## src/common/adc_cmpq_defines.svh

```systemverilog
// Register offsets, field positions and reset values of the compare and queue block
`ifndef ADC_CMPQ_DEFINES_SVH
`define ADC_CMPQ_DEFINES_SVH
// ----------------------------------------
// Register offsets
// ----------------------------------------
`define OFS_CMP_A_CTRL 8'h00
`define OFS_CMP_B_CTRL 8'h04
`define OFS_Q_STATUS   8'h08
`define OFS_Q_DATA     8'h0c
`define OFS_CMP_A_THR  8'h10
`define OFS_CMP_B_THR  8'h14
`define OFS_CMP_A_MASK 8'h18
`define OFS_CMP_B_MASK 8'h1c
`define OFS_CONFIG     8'h20
`define OFS_CHAN_BASE  8'h80
// ----------------------------------------
// Field positions
// ----------------------------------------
`define CMP_ON_BIT   7
`define CMP_IRQ_BIT  6
`define CMP_EVT_BIT  5
`define CMP_ID_LSB   8
`define CMP_ID_MSB   12
`define SEL_BTWN     4
`define SEL_HIHI     3
`define SEL_HILO     2
`define SEL_LOHI     1
`define SEL_LOLO     0
`define THR_HI_LSB   16
`define Q_EN_BIT     31
`define Q_CH0_BIT    24
`define Q_IRQ_BIT    23
`define Q_RDY_BIT    22
`define Q_OVF_BIT    21
`define Q_CNT_LSB    8
`define Q_CNT_MSB    15
`define Q_SIGN_BIT   7
`define Q_ID_LSB     0
`define Q_ID_MSB     2
`define FRACTIONAL_FORMAT_BIT    0
// ----------------------------------------
// Values
// ----------------------------------------
`define Q_CH0_ID     3'h0
`define WORD_RESET   32'h0000_0000
`define NUM_CMP      2
`define NUM_INPUTS   32
`endif

```

## src/common/adc_cmpq_pkg.sv

```systemverilog
// Types shared by the compare and queue block
`default_nettype none
package adc_cmpq_pkg;
  typedef struct packed {
    logic        valid;
    logic [4:0]  input_id;
    logic [15:0] data;
  } conv_result_t;

  typedef struct packed {
    logic       on;
    logic       irq_en;
    logic [4:0] sel;
  } cmp_cfg_t;
endpackage
`default_nettype wire

```

## src/logic/adc_result_compare_and_queue.sv

```systemverilog
// Digital comparators, result queue and result registers behind a plain register port
// Operation
// [RULE1] Between select: event when low threshold <= result < high threshold
// [RULE2] At-or-above-high select: event when high threshold <= result
// [RULE3] Below-high select: event when result < high threshold
// [RULE4] At-or-above-low select: event when low threshold <= result
// [RULE5] Below-low select: event when result < low threshold; zero selects nothing
// [RULE6] Second comparator has the same five selects, evaluated identically
// [RULE7] Second comparator watches inputs 0 to 31, reports input in bits 12:8
// [RULE8] On-bit enables comparator; writing zero disables and clears its event
// [RULE9] Interrupt enable raises comparator interrupt while event flag is set
// [RULE10] Event flag set by hardware, cleared by reading the input id field
// [RULE11] Queue enable gates all writes into the queue
// [RULE12] Channel 0 select decides whether channel 0 results are queued
// [RULE13] Queued results still land in the channel result register
// [RULE14] Queue interrupt enable raises interrupt once data ready is set
// [RULE15] Data ready stays while queue holds data, clears when emptied
// [RULE16] Circular queue; overflow sets error flag, cleared by status read
// [RULE17] Status count reports number of entries held
// [RULE18] Sign flag reflects sign of word presented by queue data
// [RULE19] Channel identifier field reads 000 for channel 0
// [RULE20] Queue data register presents oldest queued value
// [RULE21] Result register reads follow current fractional format setting
// [RULE22] Alternate input results read from primary input result register
// [RULE23] Each queue data read removes one entry unless empty
//
// Design decisions made here: the address-and-strobe port and the address map.
`include "adc_cmpq_defines.svh"
`timescale 1ns/1ps
`default_nettype none
module adc_result_compare_and_queue #(
  parameter int RES_W   = 12,
  parameter int Q_DEPTH = 16
) (
  input  wire logic                       ref_clk_in,
  input  wire logic                       nrst_in,
  input  wire adc_cmpq_pkg::conv_result_t result_in,
  input  wire logic [7:0]                 reg_addr_in,
  input  wire logic [31:0]                reg_wdata_in,
  input  wire logic                       reg_wr_in,
  input  wire logic                       reg_rd_in,
  output var  logic [31:0]                reg_rdata_out,
  output var  logic [1:0]                 cmp_irq_out,
  output var  logic                       queue_irq_out
);
  localparam int PW = $clog2(Q_DEPTH);

  // ----------------------------------------
  // Helpers
  // ----------------------------------------
  function automatic logic [31:0] fmt_word(input logic [RES_W-1:0] raw,
                                           input logic fractional_format);
    // Fractional form is left justified, integer form right justified
    fmt_word = fractional_format ? {raw, {(32-RES_W){1'b0}}}
                     : {{(32-RES_W){1'b0}}, raw};
  endfunction

  function automatic logic cmp_hit(input logic [4:0] sel, input logic [31:0] d,
                                   input logic [15:0] lo, input logic [15:0] hi);
    logic lo_le;
    logic hi_le;
    lo_le   = ({16'h0000, lo} <= d);
    hi_le   = ({16'h0000, hi} <= d);
    cmp_hit = (sel[`SEL_BTWN] && lo_le && !hi_le)  // RULE1
            | (sel[`SEL_HIHI] && hi_le)            // RULE2
            | (sel[`SEL_HILO] && !hi_le)           // RULE3
            | (sel[`SEL_LOHI] && lo_le)            // RULE4
            | (sel[`SEL_LOLO] && !lo_le);          // RULE5
  endfunction

  // ----------------------------------------
  // State
  // ----------------------------------------
  adc_cmpq_pkg::cmp_cfg_t cmp_cfg_reg  [`NUM_CMP];
  logic                   cmp_evt_reg  [`NUM_CMP];
  logic [4:0]             cmp_id_reg   [`NUM_CMP];
  logic [31:0]            cmp_thr_reg  [`NUM_CMP];
  logic [31:0]            cmp_mask_reg [`NUM_CMP];
  logic [RES_W-1:0]       chan_reg     [`NUM_INPUTS];
  logic [RES_W-1:0]       q_mem        [Q_DEPTH];
  logic [PW-1:0]          q_wr_ptr_reg;
  logic [PW-1:0]          q_rd_ptr_reg;
  logic [7:0]             q_count_reg;
  logic                   q_en_reg;
  logic                   q_ch0_reg;
  logic                   q_irq_en_reg;
  logic                   q_ovf_reg;
  logic                   fractional_format_reg;

  // ----------------------------------------
  // Incoming result
  // ----------------------------------------
  wire logic [RES_W-1:0] res_raw  = result_in.data[RES_W-1:0];
  wire logic [31:0]      res_word = {{(32-RES_W){1'b0}}, res_raw};
  wire logic [4:0]       res_id   = result_in.input_id;

  // ----------------------------------------
  // Comparators
  // ----------------------------------------
  wire adc_cmpq_pkg::cmp_cfg_t cfg_next  [`NUM_CMP];
  wire logic [31:0]            ctrl_word [`NUM_CMP];
  wire logic [4:0]             id_next   [`NUM_CMP];
  wire logic [`NUM_CMP-1:0]    fire;
  wire logic [`NUM_CMP-1:0]    evt_next;
  wire logic [`NUM_CMP-1:0]    wr_thr;
  wire logic [`NUM_CMP-1:0]    wr_mask;
  wire logic [`NUM_CMP-1:0]    rd_ctrl;

  for (genvar k = 0; k < `NUM_CMP; k++) begin : cmp_g
    localparam logic [7:0] CTRL_OFS = (k == 0) ? `OFS_CMP_A_CTRL : `OFS_CMP_B_CTRL;
    localparam logic [7:0] THR_OFS  = (k == 0) ? `OFS_CMP_A_THR : `OFS_CMP_B_THR;
    localparam logic [7:0] MASK_OFS = (k == 0) ? `OFS_CMP_A_MASK : `OFS_CMP_B_MASK;
    wire logic wr_ctrl = reg_wr_in && (reg_addr_in == CTRL_OFS);
    wire logic [15:0] lo = cmp_thr_reg[k][`THR_HI_LSB-1:0];
    wire logic [15:0] hi = cmp_thr_reg[k][31:`THR_HI_LSB];
    assign rd_ctrl[k] = reg_rd_in && (reg_addr_in == CTRL_OFS);
    assign wr_thr[k]  = reg_wr_in && (reg_addr_in == THR_OFS);
    assign wr_mask[k] = reg_wr_in && (reg_addr_in == MASK_OFS);
    assign cfg_next[k] = wr_ctrl ? {reg_wdata_in[`CMP_ON_BIT], reg_wdata_in[`CMP_IRQ_BIT],
                                    reg_wdata_in[`SEL_BTWN:`SEL_LOLO]}
                                 : cmp_cfg_reg[k];
    // Same hit function for both comparators
    assign fire[k] = cmp_cfg_reg[k].on && result_in.valid  // RULE6
                   && cmp_mask_reg[k][res_id]               // RULE7
                   && cmp_hit(cmp_cfg_reg[k].sel, res_word, lo, hi);
    // Disable wins over a hit in the same cycle; a hit wins over a read clear
    assign evt_next[k] = cfg_next[k].on                           // RULE8
                       && (fire[k] || (cmp_evt_reg[k] && !rd_ctrl[k]));  // RULE10
    assign id_next[k] = fire[k] ? res_id : cmp_id_reg[k];  // RULE7
    assign ctrl_word[k] = {{(31-`CMP_ID_MSB){1'b0}}, cmp_id_reg[k],
                           cmp_cfg_reg[k].on, cmp_cfg_reg[k].irq_en,
                           cmp_evt_reg[k], cmp_cfg_reg[k].sel};
  end

  // ----------------------------------------
  // Result queue
  // ----------------------------------------
  wire logic wr_status = reg_wr_in && (reg_addr_in == `OFS_Q_STATUS);
  wire logic rd_status = reg_rd_in && (reg_addr_in == `OFS_Q_STATUS);
  wire logic rd_data   = reg_rd_in && (reg_addr_in == `OFS_Q_DATA);
  wire logic q_empty   = (q_count_reg == 8'h00);
  wire logic q_full    = (q_count_reg == 8'(Q_DEPTH));
  wire logic q_push    = q_en_reg && q_ch0_reg        // RULE11 RULE12
                       && result_in.valid && (res_id == 5'h00);
  wire logic q_pop     = rd_data && !q_empty;         // RULE23
  // Full queue overwrites its oldest entry
  wire logic q_over    = q_push && q_full && !q_pop;  // RULE16
  wire logic q_take    = q_push && !q_over;
  wire logic [7:0] q_count_next = q_count_reg + {7'h00, q_take} - {7'h00, q_pop};  // RULE17
  wire logic q_en_next     = wr_status ? reg_wdata_in[`Q_EN_BIT] : q_en_reg;
  wire logic q_irq_en_next = wr_status ? reg_wdata_in[`Q_IRQ_BIT] : q_irq_en_reg;
  wire logic q_ch0_next    = wr_status ? reg_wdata_in[`Q_CH0_BIT] : q_ch0_reg;
  wire logic q_ovf_next    = q_over || (q_ovf_reg && !rd_status);  // RULE16
  // Oldest entry, shown in the format in force at read time
  wire logic [31:0] q_word = q_empty ? `WORD_RESET
                                     : fmt_word(q_mem[q_rd_ptr_reg], fractional_format_reg);  // RULE20

  // ----------------------------------------
  // Read data
  // ----------------------------------------
  wire logic [7:0] chan_off = reg_addr_in - `OFS_CHAN_BASE;
  wire logic       chan_sel = (reg_addr_in >= `OFS_CHAN_BASE) && (chan_off[1:0] == 2'h0);
  logic [31:0] status_word;
  logic [31:0] rdata_next;

  always_comb begin
    status_word = `WORD_RESET;
    status_word[`Q_EN_BIT]  = q_en_reg;
    status_word[`Q_CH0_BIT] = q_ch0_reg;
    status_word[`Q_IRQ_BIT] = q_irq_en_reg;
    status_word[`Q_RDY_BIT] = !q_empty;                         // RULE15
    status_word[`Q_OVF_BIT] = q_ovf_reg;                        // RULE16
    status_word[`Q_CNT_MSB:`Q_CNT_LSB] = q_count_reg;           // RULE17
    status_word[`Q_SIGN_BIT] = q_word[31];                      // RULE18
    status_word[`Q_ID_MSB:`Q_ID_LSB] = `Q_CH0_ID;               // RULE19
  end

  always_comb begin
    rdata_next = `WORD_RESET;
    if (chan_sel) begin
      rdata_next = fmt_word(chan_reg[chan_off[6:2]], fractional_format_reg);  // RULE21
    end else begin
      case (reg_addr_in)
        `OFS_CMP_A_CTRL: rdata_next = ctrl_word[0];
        `OFS_CMP_B_CTRL: rdata_next = ctrl_word[1];
        `OFS_Q_STATUS:   rdata_next = status_word;
        `OFS_Q_DATA:     rdata_next = q_word;
        `OFS_CMP_A_THR:  rdata_next = cmp_thr_reg[0];
        `OFS_CMP_B_THR:  rdata_next = cmp_thr_reg[1];
        `OFS_CMP_A_MASK: rdata_next = cmp_mask_reg[0];
        `OFS_CMP_B_MASK: rdata_next = cmp_mask_reg[1];
        `OFS_CONFIG:     rdata_next = {31'h0000_0000, fractional_format_reg};
        default:         rdata_next = `WORD_RESET;
      endcase
    end
  end

  // ----------------------------------------
  // Registers
  // ----------------------------------------
  always_ff @(posedge ref_clk_in or negedge nrst_in) begin
    if (!nrst_in) begin
      for (int k = 0; k < `NUM_CMP; k++) begin
        cmp_cfg_reg[k]  <= '0;
        cmp_evt_reg[k]  <= 1'b0;
        cmp_id_reg[k]   <= 5'h00;
        cmp_thr_reg[k]  <= `WORD_RESET;
        cmp_mask_reg[k] <= `WORD_RESET;
      end
      cmp_irq_out <= 2'h0;
    end else begin
      for (int k = 0; k < `NUM_CMP; k++) begin
        cmp_cfg_reg[k] <= cfg_next[k];
        cmp_evt_reg[k] <= evt_next[k];
        cmp_id_reg[k]  <= id_next[k];
        if (wr_thr[k]) begin
          cmp_thr_reg[k] <= reg_wdata_in;
        end
        if (wr_mask[k]) begin
          cmp_mask_reg[k] <= reg_wdata_in;
        end
        cmp_irq_out[k] <= evt_next[k] && cfg_next[k].irq_en;  // RULE9
      end
    end
  end

  always_ff @(posedge ref_clk_in or negedge nrst_in) begin
    if (!nrst_in) begin
      q_wr_ptr_reg  <= '0;
      q_rd_ptr_reg  <= '0;
      q_count_reg   <= 8'h00;
      q_en_reg      <= 1'b0;
      q_ch0_reg     <= 1'b0;
      q_irq_en_reg  <= 1'b0;
      q_ovf_reg     <= 1'b0;
      fractional_format_reg     <= 1'b0;
      queue_irq_out <= 1'b0;
      reg_rdata_out <= `WORD_RESET;
    end else begin
      if (q_push) begin
        q_wr_ptr_reg <= PW'((q_wr_ptr_reg + 1'b1) % Q_DEPTH);
      end
      if (q_pop || q_over) begin
        q_rd_ptr_reg <= PW'((q_rd_ptr_reg + 1'b1) % Q_DEPTH);
      end
      q_count_reg   <= q_count_next;
      q_en_reg      <= q_en_next;
      q_ch0_reg     <= q_ch0_next;
      q_irq_en_reg  <= q_irq_en_next;
      q_ovf_reg     <= q_ovf_next;
      if (reg_wr_in && (reg_addr_in == `OFS_CONFIG)) begin
        fractional_format_reg <= reg_wdata_in[`FRACTIONAL_FORMAT_BIT];
      end
      queue_irq_out <= q_irq_en_next && (q_count_next != 8'h00);  // RULE14
      // Read data valid only in the cycle after the strobe
      reg_rdata_out <= reg_rd_in ? rdata_next : `WORD_RESET;
    end
  end

  // Raw storage; format applied on read so a format change needs no rewrite
  always_ff @(posedge ref_clk_in) begin
    if (q_push) begin
      q_mem[q_wr_ptr_reg] <= res_raw;
    end
    if (result_in.valid) begin
      chan_reg[res_id] <= res_raw;  // RULE13 RULE22
    end
  end
endmodule
`default_nettype wire

```

## config.mk

```make
export PLATFORM = sky130hd
export DESIGN_NAME = adc_result_compare_and_queue
export DESIGN_NICKNAME = d
export VERILOG_FILES = /design/src/common/adc_cmpq_pkg.sv /design/src/logic/adc_result_compare_and_queue.sv
export VERILOG_INCLUDE_DIRS = /design/src /design/src/common
export SDC_FILE = /design/constraint.sdc
export NUM_CORES = 1
export LEC_CHECK = 0
export ABC_CLOCK_PERIOD_IN_PS = 4500
export BUFFER_PORTS_ARGS = -buffer_cell sky130_fd_sc_hd__buf_2
export CORE_MARGIN = 5
export CORE_UTILIZATION = 40
export DETAILED_ROUTE_END_ITERATION = 16
export HOLD_SLACK_MARGIN = 0.05
export PLACE_DENSITY = 0.55
export SYNTH_ARGS = -nofsm -noshare
export SYNTH_HDL_FRONTEND = slang
export SYNTH_SLANG_ARGS = --single-unit
export TNS_END_PERCENT = 1
```

## constraint.sdc

```tcl
create_clock -name ref_clk_in -period 4.5 [get_ports ref_clk_in]
set_input_delay 0.9 -clock ref_clk_in [delete_from_list [all_inputs] [get_ports ref_clk_in]]
set_output_delay 0.9 -clock ref_clk_in [all_outputs]
set_load 0.005 [all_outputs]
```

==> results.md <==
- Status: finished clean
- Placed cell count: 2997
- Setup clock skew after layout: 0.03456 ns
- Clk pin slew, worst setup/hold paths: 0.06 ns
- H-Tree Level Count: 3
- Type of element launching the critical path: input pin
- Top-level port count: 101
- R2R setup slack: 0.41 ns
- Routed wirelength normalized by instance count: 29.14 µm
- Drt first-iter violations: 1613
- Number of placement rows: 105
- Kind of critical path: in -> reg
- Total number of yosys warnings: 0
- Count of final max-slew check failures: 0
- Via count of the first global-routing pass: 18633
- Unrepaired setup endpoints after global routing: no
- Flip-flop count of the largest register after layout: 384
- Fraction of registers with async set/reset: 0.2672
- Worst Reg2Reg Path Length in Cells: 19
- Number of optimization iterations in the first detailed-route pass: 5
- Number of sinks on the clock net: 786
- Flops & latches, synth: 786
- Net count of the finished layout: 2144
- Overflow left after global routing: 0
- Die boundary width: 297.7 µm
- Proportion of layout cells with a drive suffix above 1: 0.3503
- TritonCTS clock tree: done
- Total setup violations reported at the end of the flow: 0
- Placer Congestion: 0.9121
- Timing-limited maximum frequency: 232.1 MHz
- Final worst slack: 0.1911 ns
- Worst path arrival time: 4.83 ns
- Sequential cell area fraction in the yosys report: 0.6809
- Area of the mapped netlist: 33120 µm²
- Final cell count without fillers: 3154
- Clock Path Buffers: 3
- Top flip-flop cell by instance count after synthesis: edfxtp_1
- Summed area of non-filler cells in the final layout: 38220 µm²
- Synth cell types: 63
- Initial core utilization: 0.4034
- Final routed DRC violation total: 0
- Avg Inst Size Synth: 18.14 µm²
- Total routing resource utilization after global routing: 0.2041
- Root cell of the clock tree: clkbuf_16
- Number of violations of the max-capacitance limit: 0
- Clock latency of the later-clocked register in the worst-skew pair: 0.65 ns
- Instance area after placement: 35500 µm²
- Slew of the pin with the lowest slew margin: 1.034 ns
- Layout filler cell count: 6930
- Wire length after detailed routing: 91920 µm
- Buffer count from post-CTS setup fixing: 0
- Final number of hold-violating endpoints: 0
- Source of the worst register-to-register timing path: q_count_reg[3]
- Die Y-Extent: 297.7 µm
- Worst min-delay path class: in -> async
- Mapped Nets: 1957
- Maximum number of pins on one net before global-route repair: 126
- CP Capture Type: flip-flop
- Antenna violations before repair: 7
- Reg-to-Reg End: queue_irq_out
- Detailed-route via count: 18182
- Residual antenna-violating net count after detailed routing: 0
- Worst relative slew slack: 0.3104
- Placeable core area: 82110 µm²
- Global-route wire length before repair: 132700 µm
- Tmin final: 4.309 ns
- CP required: 5.02 ns
- Slowest cell on crit path: or4_4
- Worst slack, placed: -0.5031 ns
- IR Drop Worst-Case VDD: 0.0002908 V
- Final Cycle Share: 0.9575
- Syn Inst Count: 1826
- Fin Hold WS: 0.3486 ns
- Delay of the slowest critical-path stage: 0.54 ns
- Half-perimeter wire length of the detailed placement result: 61990 µm
- Full die area: 88650 µm²
- Total of buffers placed on input and output ports: 96
- Maximum fanout along the worst path: 3
- Number of buffers created by CTS: 84
- Area delta synth->final: 15.40%
- Routed vias/inst: 5.765
- Static Leak: 0.01411 µW
- Number of enable-type register cells in the synthesized netlist: 576
- PD cells: 424.7 nW/µm²
- Critical Path, Cell by Cell: buf_2 > or4_4 > nor3_2 > buf_4 > nand4_1 > or2_2 > nand2b_4 > nand2_1 > ha_1 > inv_1 > ha_2 > inv_2 > fa_2 > nand2b_4 > a21oi_2 > nor2_1 > xnor2_1 > nor2_1 > or4b_4 > o41a_1
layout by cell type (no fill, tap or decap), types with 43 or more instances in the layout:
cell         n
inv_1       43
nor2_1      65
buf_2       93
buf_4       99
edfxtp_1   576
mux2_2     183
mux4_2     182
dfrtp_1    208
nand2_1     55
clkbuf_16   85
ha_1        63
a21oi_1     61
where the power goes:
part | switching (µW) | internal [µW] | leakage [µW] | total (µW)
Combinational | 791 | 620 | 0.00471 | 1410
Clock | 2930 | 3820 | 0.00134 | 6750
Sequential | 127 | 7940 | 0.00806 | 8070
cells in the mapped netlist (11+ instances only):
cell type / n / share of area
a21oi_1: 62 / 0.0094
a221oi_1: 20 / 0.0053
a22oi_1: 38 / 0.0086
and2_1: 11 / 0.0021
buf_1: 17 / 0.0019
buf_2: 27 / 0.0041
clkbuf_1: 53 / 0.0060
dfrtp_1: 210 / 0.16
edfxtp_1: 576 / 0.52
ha_1: 64 / 0.024
inv_1: 44 / 0.0050
mux2_2: 183 / 0.062
mux2i_1: 33 / 0.010
mux4_2: 182 / 0.12
nand2_1: 55 / 0.0062
nor2_1: 69 / 0.0078
o21ai_0: 22 / 0.0033
o22ai_1: 17 / 0.0032
worst max-delay path by stage:
stage | slack [ns] | startpoint | end
global route | 0.02 | reg_addr_in[6] | queue_irq_out
floorplan | -0.09 | result_in[17] | queue_irq_out
finish | 0.19 | reg_addr_in[6] | queue_irq_out
CTS | 0.14 | reg_addr_in[6] | queue_irq_out
detailed placement | -0.50 | reg_addr_in[6] | queue_irq_out
global placement | -0.51 | reg_addr_in[6] | queue_irq_out
stage by stage:
| stage | util | power (µW) | TNS [ns] |
|---|---|---|---|
| floorplan | - | 8983 | -0.09311 |
| global placement | 0.4323 | 9599 | -0.5056 |
| detailed placement | 0.4323 | 9630 | -0.5031 |
| CTS | 0.4653 | 16390 | 0 |
| global route | 0.4654 | 16780 | 0 |
| finish | 0.4655 | 16230 | 0 |
area by class of cell:
| class | count | area, µm² | area share |
|---|---|---|---|
| Multi-Input combinational cell | 897 | 10080 | 0.2638 |
| Tap cell | 1070 | 1339 | 0.03503 |
| Antenna cell | 3 | 7.507 | 0.0001964 |
| Clock buffer | 104 | 2246 | 0.05876 |
| Timing Repair Buffer | 200 | 1358 | 0.03552 |
| Inverter | 44 | 165.2 | 0.004321 |
| Sequential cell | 786 | 22560 | 0.5902 |
| Clock inverter | 50 | 464.2 | 0.01215 |
repair_timing:
| item | 4_1_cts | 5_1_grt |
|---|---|---|
| setup endpoints to repair | 0 | 1 |
| gates resized for setup | 0 | 1 |
| hold buffers | 0 | 0 |
routing by layer:
layer | vias to the layer above | track usage | share of wire
li1 | 7740 | - | -
met1 | 9621 | 0.3005 | 0.45
met2 | 657 | 0.3069 | 0.45
met3 | 162 | 0.04267 | 0.067
met4 | 2 | 0.06461 | 0.033
met5 | - | 0 | 0.00014
critical path, delay by kind of cell:
| family | cells | cell delay [ns] |
|---|---|---|
| xor+xnor | 1 | 0.13 |
| buf+inv | 4 | 0.41 |
| simple gates | 10 | 2.08 |
| fa+ha+maj | 3 | 0.80 |
| compound gates | 2 | 0.50 |
cells by family after synthesis:
| group | count (synthesis) | share of synthesized area |
|---|---|---|
| AO/OA/AOI/OAI | 218 | 0.04613 |
| buffers and inverters | 143 | 0.01738 |
| multiplexers | 401 | 0.1977 |
| flip-flops | 786 | 0.6809 |
| adder cells (fa/ha/maj) | 65 | 0.02478 |
| AND/OR/NAND/NOR | 201 | 0.02996 |
| XOR/XNOR | 12 | 0.003174 |
No activity file was read; power rests on OpenSTA's default activity.
